[config.mk]
export PLATFORM = sky130hd
export DESIGN_NAME = crpm_top
export DESIGN_NICKNAME = d
export VERILOG_FILES = /design/src/core/crpm_top.v
export VERILOG_INCLUDE_DIRS = /design/src /design/src/shared
export SDC_FILE = /design/constraint.sdc
export NUM_CORES = 1
export LEC_CHECK = 0
export ABC_AREA = 1
export BUFFER_PORTS_ARGS = -buffer_cell sky130_fd_sc_hd__clkbuf_2
export CORE_UTILIZATION = 50
export CTS_BUF_LIST = sky130_fd_sc_hd__clkbuf_16
export CTS_CLUSTER_SIZE = 12
export DETAILED_ROUTE_END_ITERATION = 6
export PLACE_DENSITY = 0.83
export SETUP_SLACK_MARGIN = 0.1
export SLEW_MARGIN = 25
export SYNTH_ARGS = -nofsm -noshare
export SYNTH_HDL_FRONTEND = slang
export SYNTH_SLANG_ARGS = --single-unit
[constraint.sdc]
create_clock -name sys_clk -period 1.9 [get_ports sys_clk]
set_input_delay 0.19 -clock sys_clk [delete_from_list [all_inputs] [get_ports sys_clk]]
set_output_delay 0.19 -clock sys_clk [all_outputs]
set_load 0.005 [all_outputs]
[src/shared/crpm_defines.vh]
// Purpose: Constants for the crossbar routing and port match block
// Assumes: Internal register bus with 8-bit addresses and 8-bit data
// Notes: Definitions only
`ifndef CRPM_DEFINES_VH
`define CRPM_DEFINES_VH

// Register addresses
`define CRPM_ADDR_P0_EXPECTED 8'h84
`define CRPM_ADDR_P0_SELECT 8'hae
`define CRPM_ADDR_P1_EXPECTED 8'hb6
`define CRPM_ADDR_P1_SELECT 8'hba
`define CRPM_ADDR_ROUTE_TWO 8'he2
`define CRPM_ADDR_ROUTE_THREE 8'he3

// Reset values
`define CRPM_RST_EXPECTED 8'hff
`define CRPM_RST_SELECT 8'h00
`define CRPM_RST_ROUTE_TWO 8'h00
`define CRPM_RST_ROUTE_THREE 2'h0
`define CRPM_RST_BYTE 8'h00

// Drivers or pullups all switched off
`define CRPM_ALL_OFF 8'h00

// Routing control two fields
`define CRPM_R2_WEAK_PULLUP_DIS 7
`define CRPM_R2_XBAR_EN 6
`define CRPM_R2_T1_ROUTE 5
`define CRPM_R2_T0_ROUTE 4
`define CRPM_R2_ECI_ROUTE 3
`define CRPM_R2_CH_MSB 2
`define CRPM_R2_CH_LSB 0

// Routing control three fields
`define CRPM_R3_UART_ROUTE 0
`define CRPM_R3_RESERVED 1
`define CRPM_R3_MSB 1
`define CRPM_R3_PAD 6'h00

// Counter array channel count encodings
`define CRPM_CH_NONE 3'h0
`define CRPM_CH_MAX 3'h5
`define CRPM_CH_PINS 5
`define CRPM_CH_NONE_MASK 5'h00

`endif

[src/core/crpm_top.v]
// Purpose: Crossbar routing registers two and three, port mismatch detect
// Assumes: Register bus synchronous to sys_clk; pins may be asynchronous
// Notes: Pin drivers and priority decoder live outside this block
// How it works
// [RULE1] Weak pullup disable bit 7: clear enables pullups, set disables all
// [RULE2] Bit 6 is global crossbar enable
// [RULE3] Bit 5 routes timer 1 external input to a pin
// [RULE4] Bit 4 routes timer 0 external input to a pin
// [RULE5] Bit 3 routes counter array external count input
// [RULE6] Channel field 000 none, 001..101 route channels 0..4 cumulatively
// [RULE7] Software never writes channel field codes 110 or 111
// [RULE8] Routing three bits 7:2 read zero, writes ignored
// [RULE9] Routing three bit 0 routes second UART transmit and receive
// [RULE10] Mismatch when masked port 0 or port 1 differs from expected
// [RULE11] Clear select bit excludes pin, set bit compares it
// [RULE12] Port 0 expected bit: 0 expects low, 1 expects high
// [RULE13] Comparison uses raw pin levels regardless of crossbar routing
// [RULE14] Mismatch serves as interrupt source and wake-up source
// [RULE15] Crossbar disabled keeps all port output drivers off
// [RULE16] Pullup off on any pin driving low
// [RULE17] Port 1 expected bits behave like port 0
// [RULE18] Pins synchronised to sys_clk; mismatch re-evaluated each cycle
// [RULE19] Software writes 0 to reserved bit 1 of routing three
`timescale 1ns/1ps
`default_nettype none
`include "crpm_defines.vh"

module crpm_top (
	input wire sys_clk, // System clock
	input wire rstn, // Async reset, active low
	input wire [7:0] reg_addr, // Register address
	input wire [7:0] reg_wdata, // Write data
	input wire reg_wr, // Write strobe
	input wire reg_rd, // Read strobe
	output reg [7:0] reg_rdata, // Read data, registered
	output wire reg_hit, // Address maps to this block
	input wire [7:0] port0_pin, // Port 0 pin levels
	input wire [7:0] port1_pin, // Port 1 pin levels
	input wire [7:0] port0_drive_low, // Port 0 drivers pulling low
	input wire [7:0] port1_drive_low, // Port 1 drivers pulling low
	input wire [7:0] port0_open_drain, // Port 0 digital open-drain pins
	input wire [7:0] port1_open_drain, // Port 1 digital open-drain pins
	input wire [7:0] port0_out_req, // Port 0 driver requests
	input wire [7:0] port1_out_req, // Port 1 driver requests
	output reg [7:0] port0_out_en, // Port 0 driver enables
	output reg [7:0] port1_out_en, // Port 1 driver enables
	output reg [7:0] port0_pullup_en, // Port 0 weak pullups on
	output reg [7:0] port1_pullup_en, // Port 1 weak pullups on
	output reg crossbar_enable, // Crossbar routes peripherals
	output reg timer1_input_route, // Timer 1 input on a pin
	output reg timer0_input_route, // Timer 0 input on a pin
	output reg counter_array_ext_input_route, // Count input on a pin
	output reg [4:0] counter_array_channel_route, // Channel pins 0..4
	output reg second_uart_route, // Second UART on pins
	output reg port_mismatch, // Mismatch level
	output reg mismatch_irq, // Interrupt source level
	output reg mismatch_wake // Wake-up source level
);

reg [7:0] p0_expected_reg;
reg [7:0] p1_expected_reg;
reg [7:0] p0_select_reg;
reg [7:0] p1_select_reg;
reg [7:0] route_two_reg;
reg [`CRPM_R3_MSB:0] route_three_reg;
reg [7:0] p0_meta_reg;
reg [7:0] p0_sync_reg;
reg [7:0] p1_meta_reg;
reg [7:0] p1_sync_reg;
reg [7:0] rdata_next;
reg hit_next;
reg [4:0] ch_next;
wire mismatch_next;
wire xbar_on;
wire pullup_off;
wire [2:0] ch_code;
integer i;

// Routing two fields used by several outputs
assign xbar_on = route_two_reg[`CRPM_R2_XBAR_EN];
assign pullup_off = route_two_reg[`CRPM_R2_WEAK_PULLUP_DIS];
assign ch_code = route_two_reg[`CRPM_R2_CH_MSB:`CRPM_R2_CH_LSB];

// Register writes
always @(posedge sys_clk or negedge rstn)
begin
	if (!rstn)
	begin
		p0_expected_reg <= `CRPM_RST_EXPECTED;
		p1_expected_reg <= `CRPM_RST_EXPECTED;
		p0_select_reg <= `CRPM_RST_SELECT;
		p1_select_reg <= `CRPM_RST_SELECT;
		route_two_reg <= `CRPM_RST_ROUTE_TWO;
		route_three_reg <= `CRPM_RST_ROUTE_THREE;
	end
	else if (reg_wr)
	begin
		case (reg_addr)
			`CRPM_ADDR_P0_EXPECTED: p0_expected_reg <= reg_wdata;
			`CRPM_ADDR_P1_EXPECTED: p1_expected_reg <= reg_wdata;
			`CRPM_ADDR_P0_SELECT: p0_select_reg <= reg_wdata;
			`CRPM_ADDR_P1_SELECT: p1_select_reg <= reg_wdata;
			`CRPM_ADDR_ROUTE_TWO: route_two_reg <= reg_wdata;
			// Upper bits dropped
			`CRPM_ADDR_ROUTE_THREE:
				route_three_reg <= reg_wdata[`CRPM_R3_MSB:0]; // see [RULE8]
			default: route_two_reg <= route_two_reg;
		endcase
	end
end

// Read mux, unmapped reads zero
always @*
begin
	rdata_next = `CRPM_RST_BYTE;
	hit_next = 1'b1;
	case (reg_addr)
		`CRPM_ADDR_P0_EXPECTED: rdata_next = p0_expected_reg;
		`CRPM_ADDR_P1_EXPECTED: rdata_next = p1_expected_reg;
		`CRPM_ADDR_P0_SELECT: rdata_next = p0_select_reg;
		`CRPM_ADDR_P1_SELECT: rdata_next = p1_select_reg;
		`CRPM_ADDR_ROUTE_TWO: rdata_next = route_two_reg;
		`CRPM_ADDR_ROUTE_THREE:
			rdata_next = {`CRPM_R3_PAD, route_three_reg}; // see [RULE8]
		default: hit_next = 1'b0;
	endcase
end

assign reg_hit = hit_next;

// Read data holds until the next read
always @(posedge sys_clk or negedge rstn)
begin
	if (!rstn)
		reg_rdata <= `CRPM_RST_BYTE;
	else if (reg_rd)
		reg_rdata <= rdata_next;
end

// Cumulative channel decode; reserved codes route nothing
always @*
begin
	ch_next = `CRPM_CH_NONE_MASK;
	for (i = 0; i < `CRPM_CH_PINS; i = i + 1)
		if (ch_code > i[2:0] &&
			ch_code <= `CRPM_CH_MAX)
			ch_next[i] = 1'b1; // see [RULE6] [RULE7]
end

// Pin synchronisers
// Two flops per pin; only the second one feeds the compare
always @(posedge sys_clk or negedge rstn)
begin
	if (!rstn)
	begin
		p0_meta_reg <= `CRPM_RST_BYTE;
		p0_sync_reg <= `CRPM_RST_BYTE;
		p1_meta_reg <= `CRPM_RST_BYTE;
		p1_sync_reg <= `CRPM_RST_BYTE;
	end
	else
	begin
		p0_meta_reg <= port0_pin; // see [RULE13] [RULE18]
		p0_sync_reg <= p0_meta_reg;
		p1_meta_reg <= port1_pin;
		p1_sync_reg <= p1_meta_reg;
	end
end

// Masked compare of both ports
assign mismatch_next =
	((p0_sync_reg & p0_select_reg) != (p0_expected_reg & p0_select_reg)) ||
	((p1_sync_reg & p1_select_reg) != (p1_expected_reg & p1_select_reg));
	// see [RULE10] [RULE11] [RULE12] [RULE17]

// Registered routing, driver and mismatch outputs
always @(posedge sys_clk or negedge rstn)
begin
	if (!rstn)
	begin
		crossbar_enable <= 1'b0;
		timer1_input_route <= 1'b0;
		timer0_input_route <= 1'b0;
		counter_array_ext_input_route <= 1'b0;
		counter_array_channel_route <= `CRPM_CH_NONE_MASK;
		second_uart_route <= 1'b0;
		port0_out_en <= `CRPM_ALL_OFF;
		port1_out_en <= `CRPM_ALL_OFF;
		port0_pullup_en <= `CRPM_ALL_OFF;
		port1_pullup_en <= `CRPM_ALL_OFF;
		port_mismatch <= 1'b0;
		mismatch_irq <= 1'b0;
		mismatch_wake <= 1'b0;
	end
	else
	begin
		crossbar_enable <= route_two_reg[`CRPM_R2_XBAR_EN]; // see [RULE2]
		timer1_input_route <= route_two_reg[`CRPM_R2_T1_ROUTE]; // see [RULE3]
		timer0_input_route <= route_two_reg[`CRPM_R2_T0_ROUTE]; // see [RULE4]
		counter_array_ext_input_route <=
			route_two_reg[`CRPM_R2_ECI_ROUTE]; // see [RULE5]
		counter_array_channel_route <= ch_next; // see [RULE6]
		second_uart_route <=
			route_three_reg[`CRPM_R3_UART_ROUTE]; // see [RULE9]
		port0_out_en <= xbar_on ?
			port0_out_req : `CRPM_ALL_OFF; // see [RULE15]
		port1_out_en <= xbar_on ?
			port1_out_req : `CRPM_ALL_OFF; // see [RULE15]
		// Pullups only on open-drain pins not pulling low
		port0_pullup_en <= pullup_off ? `CRPM_ALL_OFF :
			(port0_open_drain & ~port0_drive_low); // see [RULE1] [RULE16]
		port1_pullup_en <= pullup_off ? `CRPM_ALL_OFF :
			(port1_open_drain & ~port1_drive_low); // see [RULE1] [RULE16]
		// Event level plus its interrupt and wake-up copies
		port_mismatch <= mismatch_next; // see [RULE18]
		mismatch_irq <= mismatch_next; // see [RULE14]
		mismatch_wake <= mismatch_next; // see [RULE14]
	end
end

endmodule // crpm_top

`default_nettype wire

==> results.cfg, run 1 <==
[synthesis]
synth_top_family_by_area = simple AND/OR/NAND/NOR gates
yosys.area_share.simple_pct = 22.1
syn_area_sq_um = 5060
synth.distinct_cells = 30
postSynthCellCount = 481
synth-xor-area-share_pct = 0.173
ys_ff_latch = 125
synthMuxAreaShare_pct = 0
yosysSeqAreaShare_pct = 62.2
syn_area_per_cell_sq_um = 10.5
syn-num-nets = 565
synth_compound_area_share_pct = 9.65
synth-adder-area-share_pct = 0
yosys_warnings = 0

[clocking]
clk_latency_ns = 0.41
postCtsResizedCells = 0
cts_sinks = 125
clk_pin_slew_ns = 0.06
cts_buffers = 17
root_buffer = clkbuf_16
cts_buffer_depth = 2
cts_htree_levels = 4
cts_tree = yes

[global_routing]
first_global_vias = 4383
grt_max_degree = 51
antenna_found_initial = 0
grtUsageTotal_pct = 26.8
grt_pass1_wl_microns = 20800
grt.overflow.total = 0

[floorplanning]
io_pins = 138
die_area_sq_um = 10500
die_w_microns = 103
core_sq_um = 9770
fp.dieH_microns = 103
floorplan.initialDensity_pct = 51.8
rows = 36

[power_and_ir_drop]
p_per_area_nw_per_um2 = 952
ir_drop_v = 0.000650
cellLeakagePower_uw = 0.00365
power_uw = 6600

[sta]
worst_slew_pin_slew_ns = 0.650
fmax_mhz = 626
fin_tns_setup_ns = 0
grt_setup_unrepaired = false
hold_viol_final = 0
period_share_pct = 84.1
relSlewSlack_pct = 56.6
fin_crit_ns = 1.60
hold-worst-slack_ns = 0.0147
slew_viol_final = 0
setup_viol = 0
fin_skew_ns = 0.0101

[flow_run]
maxCapViolCount = 0

[layout]
areaGrowthSynthToFinish_pct = 37.1
drive_gt1_share_pct = 32.7
final_cell_mix = clkbuf_2 (136), dfrtp_1 (109), nand2_1 (98)
n_antenna_cell = 0
layout_commonest_cell = clkbuf_2
seq_area_sq_um = 3150
final_cell_count_no_fill = 821
utilization_pct = 70.9
nNetsFinal = 759
multiInputGateArea_sq_um = 1620
num-fill-cells = 686

[place]
gp_congestion = 0.898
dpl.hpwl_microns = 8120
port_buffers = 137
dp.cells = 738

[route]
drt-initial-drc-count = 273
antenna_left = 0
post-route-drc-count = 0
vias = 4209
post_drt_via_cell_ratio = 5.13
wl_microns = 12600
wl_per_cell_microns = 15.3
dr.pass1.iters = 5

[setup_path]
start_kind = flip-flop
cp_max_fo = 18
crit_path_end_kind = flip-flop
cp_data_required_time_ns = 2.25
worstPathArrival_ns = 1.95
path_class = reg -> reg

[run_status]
status = finished clean

[hold_path]
hold_class = in -> reg
[through the flow]
step	instance area, sq um	setup slack (ns)
CTS	6930	0.382
finish	6930	0.301
global route	6930	0.184
detailed placement	5850	0.376
global placement	5850	0.507
floorplan	5060	0.794
[metal layers]
layer	vias up	global-route usage [%]	part of all wire, %
li1	1945	-	-
met1	2054	31.5	38
met2	173	45.6	52
met3	37	5.56	6.4
met4	0	15.7	3.3
met5	-	0	0
[cells by family (layout without fill, tap and decap cells)]
family | Yosys count | count (layout)
compound gates | 77 | 77
simple gates | 214 | 214
xor+xnor | 1 | 1
buf+inv | 64 | 271
flops | 125 | 125
[where the power goes]
part | internal (uW) | switching (uW)
clock | 1920 | 1160
sequential | 2840 | 107
combinational | 278 | 291
total | 5040 | 1560
[cell usage after synthesis]
cell	instances	area, sq um
o21ai_2	12	105
nor2_8	3	60.1
o21ai_0	20	100
and2_4	2	17.5
inv_1	47	176
nor3b_1	16	120
inv_2	1	3.75
nand3_1	49	245
nand4_1	4	25.0
a21o_1	1	7.51
or2_4	1	8.76
o21bai_1	6	45.0
dfstp_2	16	420
nand2_4	6	67.6
buf_4	4	30.0
o21ai_1	9	45.0
nor2_4	8	90.1
buf_2	1	5.00
or2_2	2	12.5
buf_6	5	56.3
nor3_1	1	5.00
nand2_1	98	368
xor2_1	1	8.76
o21a_1	14	105
nand2_2	4	25.0
dfrtp_1	109	2730
a21oi_1	13	65.1
a21boi_0	2	15.0
clkbuf_1	6	22.5
nor2_1	20	75.1
[worst max-delay path, stage by stage, from the launching register on]
cell and delay (ns):
dfrtp_1 0.60, nor3b_1 0.33, dlygate4sd3_1 0.60
[final timing paths]
path / from / slack, ns / endpoint / cells after the start
hold / removal: port0_open_drain[7] / 0.01 / port0_pullup_en[7] / 2
min in group asynchronous: rstn / 0.31 / p0_meta_reg[3] / 2
setup / recovery: route_two_reg[7] / 0.30 / port0_pullup_en[4] / 2
hold reg to reg: p0_meta_reg[0] / 0.35 / p0_sync_reg[0] / 0
setup reg to reg: route_two_reg[7] / 0.30 / port0_pullup_en[4] / 2
max in group asynchronous: rstn / 0.87 / p0_expected_reg[0] / 3
[layout make-up]
cell class	count	share of cell area, %
Clock buffer	17	6.14
Clock inverter	15	2.17
Inverter	48	2.60
Multi-Input combinational cell	292	23.3
Tap cell	133	2.40
Sequential cell	125	45.4
Timing Repair Buffer	191	18.0
[what timing repair did]
action | 4_1_cts | 5_1_grt
endpoints found under the hold margin | 88 | 0
hold buffers | 51 | 0
setup buffers | 0 | 0
No activity file was read; power rests on OpenSTA's default activity.
==> inputs of run 2 (changes only) <==
Clock period 1.9 ns to 1.6 ns, I/O delays scaled along.
==> results.cfg, run 2 (synthesis results as in run 1) <==
[route]
post-route-drc-count = 0
drt-initial-drc-count = 256
antenna_left = 0
post_drt_via_cell_ratio = 5.13
vias = 4343
wl_per_cell_microns = 15.2
dr.pass1.iters = 5
wl_microns = 12800

[sta]
fin_skew_ns = 0.00813
worst_slew_pin_slew_ns = 0.439
fin_crit_ns = 1.46
setup_viol = 0
hold_viol_final = 0
slew_viol_final = 0
fmax_mhz = 684
grt_setup_unrepaired = true
relSlewSlack_pct = 70.7
period_share_pct = 91.4
hold-worst-slack_ns = 0.0546
fin_tns_setup_ns = 0

[run_status]
status = finished clean

[setup_path]
path_buf_inv = 2
worstPathArrival_ns = 1.81
path_class = reg -> reg
critical_path.max_stage_delay_ns = 0.58
cp_max_fo = 17
crit_path_end_kind = flip-flop
crit_path_top_delay_cell = dlygate4sd3_1
cp_data_required_time_ns = 1.95
crit_chain = buf_4 -> nor3b_1 -> dlygate4sd3_1
cpLargestDelayFamily = buffers and inverters
start_kind = flip-flop

[clocking]
cts_tree = yes
root_buffer = clkbuf_16
cts_sinks = 125
clk_pin_slew_ns = 0.05
clk_latency_ns = 0.41
cts_setup_buffers = 0
cts_buffers = 17
cts_buffer_depth = 2
postCtsResizedCells = 0
cts_htree_levels = 4

[power_and_ir_drop]
p_per_area_nw_per_um2 = 1120
cellLeakagePower_uw = 0.00378
clockPowerShare_pct = 47.6
p_int_uw = 6180
p_sw_share_pct = 23.3
sequentialPowerShare_pct = 43.1
power_switching_uw = 1880
power_uw = 8070
ir_drop_v = 0.000990
p_comb_share_pct = 9.3

[floorplanning]
die_w_microns = 103
io_pins = 138
die_area_sq_um = 10500
core_sq_um = 9770
fp.dieH_microns = 103
rows = 36
floorplan.initialDensity_pct = 51.8

[layout]
n_antenna_cell = 0
layout_commonest_cell = clkbuf_2
seq_area_sq_um = 3150
areaGrowthSynthToFinish_pct = 42.6
multiInputGateArea_sq_um = 1620
nNetsFinal = 785
num-fill-cells = 664
final_cell_mix = clkbuf_2 (136), dfrtp_1 (109), nand2_1 (98)
drive_gt1_share_pct = 32.2

[global_routing]
grt_pass1_wl_microns = 20800
grt.overflow.total = 0
grtUsageTotal_pct = 26.8
first_global_vias = 4610
grt_max_degree = 40
antenna_found_initial = 0

[place]
port_buffers = 137
dpl.hpwl_microns = 8330
gp_congestion = 0.904

[flow_run]
maxCapViolCount = 0

[hold_path]
hold_class = in -> reg
run 2: cell types whose count changed in the layout (fill, tap and decap cells not counted), sizes merged:
cell         change
clkinvlp         +2
inv              -1
bufinv           +1
clkinv           -2
buf              +6
dlygate4sd3     +20
run 2: layer usage:
metal	part of all wire [%]	GRT usage, %	routed length (microns)	vias to the layer above
met2	52	46.8	6730	208
met1	37	29.2	4720	2078
met5	0	0	0	-
met3	6.0	6.37	777	56
met4	4.7	17.8	610	0
li1	-	-	-	2001
run 2: layout make-up:
| type | count | share of cell area, % |
|---|---|---|
| flip-flops and latches | 125 | 43.7 |
| multi-input cells | 292 | 22.4 |
| repair buffers | 217 | 20.9 |
| clock buffers | 17 | 5.90 |
| inverters | 48 | 2.50 |
| clock inverters | 15 | 2.38 |
| well taps | 133 | 2.31 |
run 2: through the flow:
stage | util, % | cell area (sq um) | worst slack, ns | std cells
6_report | 73.8 | 7210 | 0.137 | 847
2_1_floorplan | - | 5060 | 0.524 | 481
3_5_place_dp | 60.4 | 5900 | 0.212 | 744
3_3_place_gp | 60.4 | 5900 | 0.302 | 744
5_1_grt | 73.8 | 7210 | 0.0571 | 847
4_1_cts | 73.8 | 7210 | 0.160 | 847
run 2: path summary, 6_finish.rpt:
| path | startpoint | end | slack (ns) | cells after the start |
|---|---|---|---|---|
| setup / recovery | route_two_reg[7] | port1_pullup_en[0] | 0.14 | 3 |
| hold / removal | reg_wdata[2] | route_two_reg[2] | 0.05 | 3 |
| setup reg to reg | route_two_reg[7] | port1_pullup_en[0] | 0.14 | 3 |
| hold reg to reg | p0_meta_reg[0] | p0_sync_reg[0] | 0.35 | 0 |
| max in group asynchronous | rstn | p0_expected_reg[5] | 0.79 | 3 |
| min in group asynchronous | rstn | p1_meta_reg[5] | 0.23 | 2 |
run 2: repair_timing:
| action | 4_1_cts | 5_1_grt |
|---|---|---|
| hold buffers | 71 | 0 |
| endpoints found under the setup margin | 0 | 9 |
| endpoints found under the hold margin | 77 | 0 |
run 2: tightest hold or removal path: stages:
cell and delay (ns):
clkbuf_2 0.14, nand2_1 0.08, o21ai_2 0.05
run 2: power groups by stage:
stage	clock network, uW	registers (uW)	logic [uW]
floorplan	0	3500	269
global placement	0	3520	580
detailed placement	0	3520	604
CTS	3890	3470	742
global route	4020	3500	836
finish	3840	3480	750
